==> src/hw/bridge_regs_pkg.sv <==
// Constants for the bridge system error and secondary clock configuration registers
// How it works
// [RULE_01] Event mask resets to 00h, so every cause reports by default.
// [RULE_02] Mask bit 6 clear: delayed read retry timeout raises system error.
// [RULE_03] Mask bit 5 clear: delayed write retry timeout raises system error.
// [RULE_04] Mask bit 2 clear: posted write retry timeout raises system error.
// [RULE_05] Mask bit 4 clear: posted write master abort raises system error; set suppresses.
// [RULE_06] Mask bit 3 clear: posted write target abort raises system error; set suppresses.
// [RULE_07] Mask bit 1 clear: posted write parity error raises system error.
// [RULE_08] Bits 7 and 0 of mask and cause ignore writes, read zero.
// [RULE_09] Clock outputs 0-3 stop high only when their two-bit field is 11.
// [RULE_10] Clock gate bit 8 set stops output 4 high; clear keeps it toggling.
// [RULE_11] Clock gate bits 15-9 read zero and ignore writes.
// [RULE_12] Cause bits 6-1 set when system error raised for the matching cause.
// [RULE_13] Writing 1 clears a cause bit; writing 0 leaves it.
// [RULE_14] Capability identifier byte always reads 01h.
// [RULE_15] Next capability byte reads E4h in hot-swap compact mode, else 00h.
// [RULE_16] Masked cause leaves its status bit unchanged.
// [RULE_17] Each transaction's retry count restarts at completion or discard.
package bridge_regs_pkg;

  // Byte offsets
  localparam logic [7:0]  ADDR_EVENT_MASK   = 8'h64;
  localparam logic [7:0]  ADDR_CLK_GATE_LO  = 8'h68;
  localparam logic [7:0]  ADDR_CLK_GATE_HI  = 8'h69;
  localparam logic [7:0]  ADDR_CAUSE        = 8'h6A;
  localparam logic [7:0]  ADDR_CAP_ID       = 8'hDC;
  localparam logic [7:0]  ADDR_NEXT_CAP     = 8'hDD;

  // Reset values and writable bits
  localparam logic [7:0]  EVENT_MASK_RESET  = 8'h00;
  localparam logic [7:0]  CAUSE_RESET       = 8'h00;
  localparam logic [15:0] CLK_GATE_RESET    = 16'h0000;
  localparam logic [7:0]  EVENT_BITS        = 8'h7E;
  localparam logic [7:0]  CLK_GATE_HI_BITS  = 8'h01;

  // Cause bit positions
  localparam int          BIT_DR_TIMEOUT    = 6;
  localparam int          BIT_DW_TIMEOUT    = 5;
  localparam int          BIT_PW_MABORT     = 4;
  localparam int          BIT_PW_TABORT     = 3;
  localparam int          BIT_PW_TIMEOUT    = 2;
  localparam int          BIT_PW_PARITY     = 1;

  // Retry counter channels
  localparam int          XACT_COUNT        = 3;
  localparam int          XACT_DR           = 0;
  localparam int          XACT_DW           = 1;
  localparam int          XACT_PW           = 2;
  localparam int unsigned RETRY_LIMIT       = 32'd16777216;

  // Secondary clocks
  localparam int          SEC_CLK_COUNT     = 5;
  localparam int          GATE_FIELD_W      = 2;
  localparam logic [1:0]  GATE_STOP_CODE    = 2'h3;

  // Capability values
  localparam logic [7:0]  CAP_ID_VALUE      = 8'h01;
  localparam logic [7:0]  NEXT_CAP_COMPACT  = 8'hE4;
  localparam logic [7:0]  NEXT_CAP_OTHER    = 8'h00;

endpackage : bridge_regs_pkg

==> src/hw/retry_if.sv <==
// Carrier between the register block and the retry limit timers
`timescale 1ns/100ps
interface retry_if #(parameter int N = 3);
  logic [N-1:0] retry;
  logic [N-1:0] done;
  logic [N-1:0] timeout;
  modport owner   (output retry, output done, input timeout);
  modport counter (input retry, input done, output timeout);
endinterface : retry_if

==> src/hw/retry_limit_timer.sv <==
// Per-transaction retry counters that flag a master timeout
`timescale 1ns/100ps
module retry_limit_timer #(
  parameter int          N     = 3,
  parameter int unsigned LIMIT = bridge_regs_pkg::RETRY_LIMIT
) (
  // Clock and reset
  input wire logic ref_clk,
  input wire logic reset,
  // Retry events and timeout pulses
  retry_if.counter bus
);
  localparam int CW = $clog2(LIMIT + 1);
  localparam logic [CW-1:0] LAST = CW'(LIMIT - 1);

  typedef struct packed {
    logic [N-1:0][CW-1:0] cnt;
    logic [N-1:0]         timeout;
  } timer_t;

  timer_t s_q;
  timer_t s_d;

  always_comb begin
    s_d = s_q;
    for (int i = 0; i < N; i++) begin
      s_d.timeout[i] = 1'b0;
      if (bus.done[i]) begin
        s_d.cnt[i] = '0; // [RULE_17]
      end else if (bus.retry[i]) begin
        if (s_q.cnt[i] == LAST) begin
          s_d.timeout[i] = 1'b1;
          s_d.cnt[i]     = '0; // [RULE_17]
        end else begin
          s_d.cnt[i] = s_q.cnt[i] + CW'(1);
        end
      end
    end
  end

  always_ff @(posedge ref_clk) begin
    if (reset) begin
      s_q <= '0;
    end else begin
      s_q <= s_d;
    end
  end

  assign bus.timeout = s_q.timeout;

endmodule : retry_limit_timer

==> src/hw/sec_clock_gate.sv <==
// Secondary clock outputs, each stoppable and then held high
`timescale 1ns/100ps
module sec_clock_gate #(
  parameter int N = 5
) (
  // Clock and reset
  input  wire logic         ref_clk,
  input  wire logic         reset,
  // Stop requests and clock outputs
  input  wire logic [N-1:0] stop,
  output logic      [N-1:0] clk_out
);
  typedef struct packed {
    logic         phase;
    logic [N-1:0] out;
  } gate_t;

  gate_t s_q;
  gate_t s_d;

  always_comb begin
    s_d       = s_q;
    s_d.phase = ~s_q.phase;
    for (int i = 0; i < N; i++) begin
      s_d.out[i] = stop[i] | s_q.phase;
    end
  end

  always_ff @(posedge ref_clk) begin
    if (reset) begin
      s_q <= '{phase: 1'b0, out: {N{1'b1}}};
    end else begin
      s_q <= s_d;
    end
  end

  assign clk_out = s_q.out;

endmodule : sec_clock_gate

==> src/hw/bridge_serr_clock_config_regs.sv <==
// System error reporting, secondary clock gating and capability registers
`timescale 1ns/100ps
module bridge_serr_clock_config_regs #(
  parameter int unsigned RETRY_LIMIT = bridge_regs_pkg::RETRY_LIMIT
) (
  // Clock and reset
  input  wire logic       ref_clk,
  input  wire logic       reset,
  // Register port
  input  wire logic [7:0] reg_addr,
  input  wire logic [7:0] reg_wdata,
  input  wire logic       reg_wr,
  input  wire logic       reg_rd,
  output logic      [7:0] reg_rdata,
  // Delayed and posted transaction events
  input  wire logic       dr_retry,
  input  wire logic       dr_done,
  input  wire logic       dw_retry,
  input  wire logic       dw_done,
  input  wire logic       pw_retry,
  input  wire logic       pw_done,
  input  wire logic       pw_master_abort,
  input  wire logic       pw_target_abort,
  input  wire logic       pw_parity_error,
  // Mode strap
  input  wire logic       hot_swap_mode_strap,
  // System error and secondary clocks
  output logic            primary_system_error_out,
  output logic            sec_clk_out_0,
  output logic            sec_clk_out_1,
  output logic            sec_clk_out_2,
  output logic            sec_clk_out_3,
  output logic            sec_clk_out_4
);

  typedef struct packed {
    logic [7:0] mask;
    logic [8:0] gate;
    logic [7:0] cause;
    logic       serr;
    logic [7:0] rdata;
    logic       strap_done;
    logic       compact;
  } regs_t;

  localparam regs_t RESET_STATE = '{
    mask:       bridge_regs_pkg::EVENT_MASK_RESET,
    gate:       bridge_regs_pkg::CLK_GATE_RESET[8:0],
    cause:      bridge_regs_pkg::CAUSE_RESET,
    serr:       1'b0,
    rdata:      8'h00,
    strap_done: 1'b0,
    compact:    1'b0
  };

  function automatic logic field_stops(input logic [1:0] code);
    return code == bridge_regs_pkg::GATE_STOP_CODE;
  endfunction : field_stops

  regs_t s_q;
  regs_t s_d;

  // Retry limit timers
  retry_if #(.N(bridge_regs_pkg::XACT_COUNT)) rif ();

  assign rif.retry = {pw_retry, dw_retry, dr_retry};
  assign rif.done  = {pw_done, dw_done, dr_done};

  retry_limit_timer #(
    .N     (bridge_regs_pkg::XACT_COUNT),
    .LIMIT (RETRY_LIMIT)
  ) u_timer (
    .ref_clk (ref_clk),
    .reset   (reset),
    .bus     (rif.counter)
  );

  // Cause events lined up with the cause bit positions
  logic [7:0] events;
  logic [7:0] fire;

  always_comb begin
    events = 8'h00;
    events[bridge_regs_pkg::BIT_DR_TIMEOUT] = rif.timeout[bridge_regs_pkg::XACT_DR];
    events[bridge_regs_pkg::BIT_DW_TIMEOUT] = rif.timeout[bridge_regs_pkg::XACT_DW];
    events[bridge_regs_pkg::BIT_PW_MABORT]  = pw_master_abort;
    events[bridge_regs_pkg::BIT_PW_TABORT]  = pw_target_abort;
    events[bridge_regs_pkg::BIT_PW_TIMEOUT] = rif.timeout[bridge_regs_pkg::XACT_PW];
    events[bridge_regs_pkg::BIT_PW_PARITY]  = pw_parity_error;
  end

  // A set mask bit suppresses its cause
  assign fire = events & ~s_q.mask & bridge_regs_pkg::EVENT_BITS; // [RULE_02] [RULE_03] [RULE_04] [RULE_05] [RULE_06] [RULE_07] [RULE_16]

  // Clock stop decode
  logic [bridge_regs_pkg::SEC_CLK_COUNT-1:0] stop;

  genvar g;
  generate
    for (g = 0; g < bridge_regs_pkg::SEC_CLK_COUNT - 1; g++) begin : g_field
      assign stop[g] = field_stops(s_q.gate[g*2 +: 2]); // [RULE_09]
    end
  endgenerate
  assign stop[bridge_regs_pkg::SEC_CLK_COUNT-1] = s_q.gate[8]; // [RULE_10]

  logic [bridge_regs_pkg::SEC_CLK_COUNT-1:0] clk_vec;

  sec_clock_gate #(
    .N (bridge_regs_pkg::SEC_CLK_COUNT)
  ) u_clk (
    .ref_clk (ref_clk),
    .reset   (reset),
    .stop    (stop),
    .clk_out (clk_vec)
  );

  always_comb begin
    s_d       = s_q;
    s_d.rdata = 8'h00;
    s_d.serr  = |fire; // [RULE_02] [RULE_03] [RULE_04] [RULE_05] [RULE_06] [RULE_07]

    // Strap caught once after reset release
    if (!s_q.strap_done) begin
      s_d.strap_done = 1'b1;
      s_d.compact    = hot_swap_mode_strap;
    end

    if (reg_wr) begin
      case (reg_addr)
        bridge_regs_pkg::ADDR_EVENT_MASK: begin
          s_d.mask = reg_wdata & bridge_regs_pkg::EVENT_BITS; // [RULE_08]
        end
        bridge_regs_pkg::ADDR_CLK_GATE_LO: begin
          s_d.gate[7:0] = reg_wdata;
        end
        bridge_regs_pkg::ADDR_CLK_GATE_HI: begin
          s_d.gate[8] = reg_wdata[0]; // [RULE_11]
        end
        bridge_regs_pkg::ADDR_CAUSE: begin
          s_d.cause = s_q.cause & ~(reg_wdata & bridge_regs_pkg::EVENT_BITS); // [RULE_13]
        end
        default: begin
        end
      endcase
    end

    // Set wins over a clear in the same cycle
    s_d.cause = s_d.cause | fire; // [RULE_12] [RULE_16]

    if (reg_rd) begin
      case (reg_addr)
        bridge_regs_pkg::ADDR_EVENT_MASK:  s_d.rdata = s_q.mask & bridge_regs_pkg::EVENT_BITS; // [RULE_08]
        bridge_regs_pkg::ADDR_CLK_GATE_LO: s_d.rdata = s_q.gate[7:0];
        bridge_regs_pkg::ADDR_CLK_GATE_HI: s_d.rdata = {7'h00, s_q.gate[8]}; // [RULE_11]
        bridge_regs_pkg::ADDR_CAUSE:       s_d.rdata = s_q.cause & bridge_regs_pkg::EVENT_BITS; // [RULE_08]
        bridge_regs_pkg::ADDR_CAP_ID:      s_d.rdata = bridge_regs_pkg::CAP_ID_VALUE; // [RULE_14]
        bridge_regs_pkg::ADDR_NEXT_CAP: begin
          s_d.rdata = s_q.compact ? bridge_regs_pkg::NEXT_CAP_COMPACT : bridge_regs_pkg::NEXT_CAP_OTHER; // [RULE_15]
        end
        default:                           s_d.rdata = 8'h00;
      endcase
    end
  end

  always_ff @(posedge ref_clk) begin
    if (reset) begin
      s_q <= RESET_STATE; // [RULE_01]
    end else begin
      s_q <= s_d;
    end
  end

  assign reg_rdata                = s_q.rdata;
  assign primary_system_error_out = s_q.serr;
  assign sec_clk_out_0            = clk_vec[0];
  assign sec_clk_out_1            = clk_vec[1];
  assign sec_clk_out_2            = clk_vec[2];
  assign sec_clk_out_3            = clk_vec[3];
  assign sec_clk_out_4            = clk_vec[4];

  // Checks
  property p_mask_reset;
    @(posedge ref_clk) disable iff (reset)
    $past(reset) |-> (s_q.mask == 8'h00) && (s_q.cause == 8'h00);
  endproperty
  a_mask_reset: assert property (p_mask_reset) else $error("mask or cause not zero after reset"); // [RULE_01]

  property p_dr_report;
    @(posedge ref_clk) disable iff (reset)
    (rif.timeout[0] && !s_q.mask[6]) |=> primary_system_error_out && s_q.cause[6];
  endproperty
  a_dr_report: assert property (p_dr_report) else $error("delayed read timeout not reported"); // [RULE_02]

  property p_dw_report;
    @(posedge ref_clk) disable iff (reset)
    (rif.timeout[1] && !s_q.mask[5]) |=> primary_system_error_out && s_q.cause[5];
  endproperty
  a_dw_report: assert property (p_dw_report) else $error("delayed write timeout not reported"); // [RULE_03]

  property p_pw_timeout_report;
    @(posedge ref_clk) disable iff (reset)
    (rif.timeout[2] && !s_q.mask[2]) |=> primary_system_error_out && s_q.cause[2];
  endproperty
  a_pw_timeout_report: assert property (p_pw_timeout_report) else $error("posted write timeout not reported"); // [RULE_04]

  property p_mabort_report;
    @(posedge ref_clk) disable iff (reset)
    (pw_master_abort && !s_q.mask[4]) |=> primary_system_error_out && s_q.cause[4];
  endproperty
  a_mabort_report: assert property (p_mabort_report) else $error("master abort not reported"); // [RULE_05]

  property p_tabort_masked;
    @(posedge ref_clk) disable iff (reset)
    (s_q.mask[3] && !s_q.cause[3]) |=> !s_q.cause[3];
  endproperty
  a_tabort_masked: assert property (p_tabort_masked) else $error("masked target abort set its cause"); // [RULE_06]

  property p_parity_silent;
    @(posedge ref_clk) disable iff (reset)
    (s_q.mask == 8'h7E) |=> !primary_system_error_out;
  endproperty
  a_parity_silent: assert property (p_parity_silent) else $error("error raised while all causes masked"); // [RULE_07]

  property p_reserved_zero;
    @(posedge ref_clk) disable iff (reset)
    (reg_rd && (reg_addr == 8'h64 || reg_addr == 8'h6A)) |=> (reg_rdata[7] == 1'b0) && (reg_rdata[0] == 1'b0);
  endproperty
  a_reserved_zero: assert property (p_reserved_zero) else $error("reserved bit read as one"); // [RULE_08]

  property p_cause_clear;
    @(posedge ref_clk) disable iff (reset)
    (reg_wr && reg_addr == 8'h6A && fire == 8'h00) |=> s_q.cause == ($past(s_q.cause) & ~$past(reg_wdata) & 8'h7E);
  endproperty
  a_cause_clear: assert property (p_cause_clear) else $error("cause clear wrong"); // [RULE_13]

  property p_clk4_stop;
    @(posedge ref_clk) disable iff (reset)
    s_q.gate[8] |=> sec_clk_out_4;
  endproperty
  a_clk4_stop: assert property (p_clk4_stop) else $error("stopped clock 4 not high"); // [RULE_10]

  property p_cap_id;
    @(posedge ref_clk) disable iff (reset)
    (reg_rd && reg_addr == 8'hDC) |=> reg_rdata == 8'h01;
  endproperty
  a_cap_id: assert property (p_cap_id) else $error("power_capability_identifier wrong"); // [RULE_14]

  property p_tabort_report;
    @(posedge ref_clk) disable iff (reset)
    (pw_target_abort && !s_q.mask[3]) |=> primary_system_error_out && s_q.cause[3];
  endproperty
  a_tabort_report: assert property (p_tabort_report) else $error("target abort not reported"); // [RULE_06]

  property p_parity_report;
    @(posedge ref_clk) disable iff (reset)
    (pw_parity_error && !s_q.mask[1]) |=> primary_system_error_out && s_q.cause[1];
  endproperty
  a_parity_report: assert property (p_parity_report) else $error("parity error not reported"); // [RULE_07]

  property p_masked_hold;
    @(posedge ref_clk) disable iff (reset)
    !$past(reset) |-> (s_q.cause & ~$past(s_q.cause) & $past(s_q.mask)) == 8'h00;
  endproperty
  a_masked_hold: assert property (p_masked_hold) else $error("masked cause set its bit"); // [RULE_16]

  property p_cause_event;
    @(posedge ref_clk) disable iff (reset)
    !$past(reset) |-> (s_q.cause & ~$past(s_q.cause) & ~$past(events)) == 8'h00;
  endproperty
  a_cause_event: assert property (p_cause_event) else $error("cause set with no event"); // [RULE_12]

  property primary_system_error_out_event;
    @(posedge ref_clk) disable iff (reset)
    primary_system_error_out |-> (|($past(events) & ~$past(s_q.mask)));
  endproperty
  a_serr_event: assert property (primary_system_error_out_event) else $error("error raised with no unmasked event"); // [RULE_16]

  property p_reserved_state;
    @(posedge ref_clk) disable iff (reset)
    ((s_q.mask | s_q.cause) & 8'h81) == 8'h00;
  endproperty
  a_reserved_state: assert property (p_reserved_state) else $error("reserved bit stored"); // [RULE_08]

  property p_mask_write;
    @(posedge ref_clk) disable iff (reset)
    (reg_wr && reg_addr == 8'h64) |=> s_q.mask == ($past(reg_wdata) & 8'h7E);
  endproperty
  a_mask_write: assert property (p_mask_write) else $error("mask write wrong"); // [RULE_08]

  property p_gate_write;
    @(posedge ref_clk) disable iff (reset)
    (reg_wr && reg_addr == 8'h68) |=> s_q.gate[7:0] == $past(reg_wdata);
  endproperty
  a_gate_write: assert property (p_gate_write) else $error("clock gate low write wrong"); // [RULE_09]

  property p_gate_hi_write;
    @(posedge ref_clk) disable iff (reset)
    (reg_wr && reg_addr == 8'h69) |=> s_q.gate[8] == $past(reg_wdata[0]);
  endproperty
  a_gate_hi_write: assert property (p_gate_hi_write) else $error("clock gate bit 8 write wrong"); // [RULE_10]

  property p_gate_hi_read;
    @(posedge ref_clk) disable iff (reset)
    (reg_rd && reg_addr == 8'h69) |=> reg_rdata[7:1] == 7'h00;
  endproperty
  a_gate_hi_read: assert property (p_gate_hi_read) else $error("clock gate reserved bit read as one"); // [RULE_11]

  property p_clk0_stop;
    @(posedge ref_clk) disable iff (reset)
    (s_q.gate[1:0] == 2'h3) |=> sec_clk_out_0;
  endproperty
  a_clk0_stop: assert property (p_clk0_stop) else $error("stopped clock 0 not high"); // [RULE_09]

  property p_clk3_stop;
    @(posedge ref_clk) disable iff (reset)
    (s_q.gate[7:6] == 2'h3) |=> sec_clk_out_3;
  endproperty
  a_clk3_stop: assert property (p_clk3_stop) else $error("stopped clock 3 not high"); // [RULE_09]

  property p_clk1_run;
    @(posedge ref_clk) disable iff (reset)
    (s_q.gate[3:2] != 2'h3) ##1 (s_q.gate[3:2] != 2'h3) |=> sec_clk_out_1 != $past(sec_clk_out_1);
  endproperty
  a_clk1_run: assert property (p_clk1_run) else $error("running clock 1 not toggling"); // [RULE_09]

  property p_next_cap;
    @(posedge ref_clk) disable iff (reset)
    (reg_rd && reg_addr == 8'hDD) |=> reg_rdata == (s_q.compact ? 8'hE4 : 8'h00);
  endproperty
  a_next_cap: assert property (p_next_cap) else $error("next capability wrong"); // [RULE_15]

  property p_retry_restart;
    @(posedge ref_clk) disable iff (reset)
    (|rif.done) |=> (rif.timeout & $past(rif.done)) == 3'h0;
  endproperty
  a_retry_restart: assert property (p_retry_restart) else $error("timeout after transaction done"); // [RULE_17]

  property p_set_wins;
    @(posedge ref_clk) disable iff (reset)
    (reg_wr && reg_addr == 8'h6A && fire != 8'h00) |=> (s_q.cause & $past(fire)) == $past(fire);
  endproperty
  a_set_wins: assert property (p_set_wins) else $error("clear beat a same-cycle cause"); // [RULE_12]

  c_serr:  cover property (@(posedge ref_clk) disable iff (reset) primary_system_error_out);
  c_clear: cover property (@(posedge ref_clk) disable iff (reset) s_q.cause[4] ##1 !s_q.cause[4]);
  c_stop:  cover property (@(posedge ref_clk) disable iff (reset) stop[0] ##2 sec_clk_out_0 [*3]);
  c_race:  cover property (@(posedge ref_clk) disable iff (reset) reg_wr && reg_addr == 8'h6A && fire != 8'h00);
  c_cpct:  cover property (@(posedge ref_clk) disable iff (reset) reg_rd && reg_addr == 8'hDD && s_q.compact);

endmodule : bridge_serr_clock_config_regs

==> config.mk <==
export PLATFORM = sky130hd
export DESIGN_NAME = bridge_serr_clock_config_regs
export DESIGN_NICKNAME = d
export VERILOG_FILES = /design/src/hw/bridge_regs_pkg.sv /design/src/hw/retry_if.sv /design/src/hw/retry_limit_timer.sv /design/src/hw/sec_clock_gate.sv /design/src/hw/bridge_serr_clock_config_regs.sv
export SDC_FILE = /design/constraint.sdc
export NUM_CORES = 1
export LEC_CHECK = 0
export BUFFER_PORTS_ARGS = -buffer_cell sky130_fd_sc_hd__clkbuf_2
export CAP_MARGIN = 30
export CELL_PAD_IN_SITES_DETAIL_PLACEMENT = 1
export CELL_PAD_IN_SITES_GLOBAL_PLACEMENT = 1
export CORE_ASPECT_RATIO = 2
export CORE_MARGIN = 1
export CORE_UTILIZATION = 41
export CTS_CLUSTER_DIAMETER = 60
export DETAILED_ROUTE_END_ITERATION = 8
export GPL_TIMING_DRIVEN = 0
export PLACE_DENSITY_LB_ADDON = 0.1
export SLEW_MARGIN = 20
export SYNTH_ARGS = -nofsm -noshare
export SYNTH_HDL_FRONTEND = slang
export SYNTH_SLANG_ARGS = --single-unit
==> constraint.sdc <==
create_clock -name ref_clk -period 1.95 [get_ports ref_clk]
set_clock_uncertainty 0.15 [all_clocks]
set_input_delay 0.195 -clock ref_clk [delete_from_list [all_inputs] [get_ports ref_clk]]
set_output_delay 0.195 -clock ref_clk [all_outputs]
set_load 0.005 [all_outputs]
==> flow_summary.ini <==
[synthesis]
netlist_top_cells_count = dfxtp_1 (116), nor2_1 (104), nand2_1 (48)
yosys.area.top_type_share_pct = 44.7
syn_area_sq_um = 5200
yosysMostFrequentCell = dfxtp_1
ys_seq_area_share_pct = 44.7
ys.flop_type = dfxtp_1
synth-async-reset-ratio_pct = 0
ys_top_cells_by_area = dfxtp_1 (45%), nor2_1 (7.5%), xnor2_1 (5.9%), xor2_1 (5.1%), nand2_1 (3.5%)
ys_warn_count = 0
synth-edff-count = 0
yosysUniqueCellTypes = 55
syn_area_per_cell_sq_um = 9.03
synth-seq-cells = 116
synth.net_count = 609
synth_cells = 576
yosys.area.top_type = dfxtp_1

[drt]
num_vias = 4368
wl_per_cell_um = 16.2
dr.pass1.iters = 4
ant_nets = 0
drt_iter0_markers = 101
drt-total-wl_mm = 13.2
drc = 0
viasPerCell = 5.34

[layout]
postLayoutCellArea_sq_um = 6550
fin_nets = 691
syn_to_final_growth_pct = 26.0
final_layout_size_suffix_gt1_share_pct = 23.5
diodes = 0

[global_routing]
top_usage_layer = met2
grt_overflow = 0
grt_first_pass_wirelength_mm = 21.9
antenna_found_initial = 0
use_met1_pct = 21.0
use_met3_pct = 4.69
use_met2_pct = 42.4
grt_pass1_vias = 4680
grt_start_max_net_pins = 17
track_usage_pct = 21.6

[worst_setup_path]
setup.worst_path.start_class = flop
path_cells = and4_4 > nand4_4 > or3_4 > o21ai_4 > buf_6 > nor2_2
crit_end = u_timer.s_q[24]
r2r-start = u_timer.s_q[21]
r2r_slack_ns = 0.03
cp.required_ns = 2.09
r2r-end = u_timer.s_q[24]
crit_path_max_fanout = 6
startpoint = u_timer.s_q[21]
setup.worst_path.end_class = flop
crit_path_max_incr_delay_ns = 0.44
cp_slowest_cell = or3_4
worstSetupPathType = reg2reg
crit_arrival_ns = 2.07
r2r_cells = 6

[timing]
fmax_mhz = 520
finalSetupTns_ns = 0
relSlewSlack_pct = 53.8
rsz0062_at_grt = true
finalHoldViolCount = 0
worst_hold_slack_ns = 0.0113
finalSetupViolCount = 0
tightest_slew_ns = 0.691
setup_ws_ns = 0.0259
finalCriticalPeriod_ns = 1.92
drv_slew = 0
fin_crit_sh_pct = 98.7

[floorplanning]
die_y_um = 161
initial_core_util_pct = 42.4
core-area_sq_um = 12300
die-area_sq_um = 13200
io_pins = 44
std_cell_rows = 57
fp.dieW_um = 81.6

[clocking]
cts_tree = built
clk_pin_slew_ns = 0.06
htree_num_levels = 4
cts_inserted_buffers = 17
clockBufferDepth = 2
clkLatencyLatePin_ns = 0.40
root_buffer = clkbuf_16
cts_sinks = 116

[placed_design]
place_hpwl_mm = 9.29
post-place-ws_ns = -0.290
gp_congestion = 0.778
port-buffer-count = 40
post_dp_cell_area_sq_um = 5580

[outcome]
outcome = completed

[power_and_ir_drop]
powerDensity_nw_per_um2 = 923
p_total_w = 0.00605
power_leakage_nw = 2.44
max-vdd-ir-drop_uv = 745

[run]
max-cap-violations = 0

[worst_hold_path]
holdCritPathClass = in2reg
worst max-delay path, delay by kind of cell (launching register included):
family / cells / cell delay [ns]
AO/OA/AOI/OAI: 1 / 0.27
AND/OR/NAND/NOR: 4 / 0.86
buffers and inverters: 1 / 0.18
flip-flops: 1 / 0.35
cell usage in the layout, fill, tap and decap left out, types with 12 or more instances in the layout:
cell / count
clkbuf_16: 17
a21oi_1: 17
dlygate4sd3_1: 12
nor2_1: 96
nand2_1: 48
buf_4: 22
clkbuf_2: 41
xnor2_1: 35
xor2_1: 30
nor3_1: 15
nand3_1: 26
dfxtp_1: 107
nand4_1: 21
layer usage:
metal / part of all wire, % / vias to the layer above / wire length [um]
li1: - / 2137 / -
met1: 37 / 2146 / 4840
met2: 59 / 64 / 7850
met3: 1.9 / 21 / 257
met4: 2.1 / 0 / 272
met5: 0 / - / 0
worst min path at each step:
stage | startpoint | to | slack, ns | depth (start not counted)
3_5_place_dp | hot_swap_mode_strap | s_q[0] | 0.29 | 3
3_3_place_gp | hot_swap_mode_strap | s_q[0] | 0.29 | 3
4_1_cts | dr_retry | u_timer.s_q[3] | 0.007 | 3
5_1_grt | dr_retry | u_timer.s_q[4] | 0.01 | 3
2_1_floorplan | hot_swap_mode_strap | s_q[0] | 0.19 | 2
6_report | dr_retry | u_timer.s_q[4] | 0.01 | 3
stage by stage:
step                util [%]  instances
floorplan                  -        576
global placement        45.5        763
detailed placement      45.5        763
CTS                     52.2        808
global route            53.4        818
finish                  53.4        818
logic make-up after synthesis:
family | share of synthesized area [%]
flip-flops | 44.7
multiplexers | 2.77
XOR/XNOR | 10.9
AO/OA/AOI/OAI | 5.56
adder cells (fa/ha/maj) | 0.722
AND/OR/NAND/NOR | 31.5
buffers and inverters | 3.80
report_power, final:
part | switching, W | total [W] | internal, W
registers | 0.0000117 | 0.00240 | 0.00239
clock network | 0.00111 | 0.00344 | 0.00233
logic | 0.000120 | 0.000208 | 0.0000879
total | 0.00124 | 0.00605 | 0.00481
area by class of cell:
class | instances | area (sq um)
clock buffer | 19 | 453
inverter | 6 | 22.5
sequential | 116 | 2340
fill | 1427 | 5720
buffer | 26 | 170
timing repair buffer | 65 | 422
multi-input combinational | 426 | 2760
clock inverter | 13 | 205
tap | 147 | 184
registers in the layout, indices dropped and copies added, names as in the netlist:
name / cells
s_q: 23
reg_rdata: 8
u_clk.s_q: 1
u_timer.s_q: 75
u_timer.bus.timeout: 3
primary_system_error_out: 1
u_clk.clk_out: 5
repair_timing:
| action | in CTS | in global routing |
|---|---|---|
| cloned | 0 | 1 |
| endpoints found under the setup margin | 43 | 52 |
| pin swaps | 1 | 7 |
| buffers inserted | 2 | 10 |
| endpoints found under the hold margin | 27 | 0 |
| hold buffers | 12 | 0 |
| gates resized for setup | 8 | 29 |
Power figures use the tool's default switching activity.
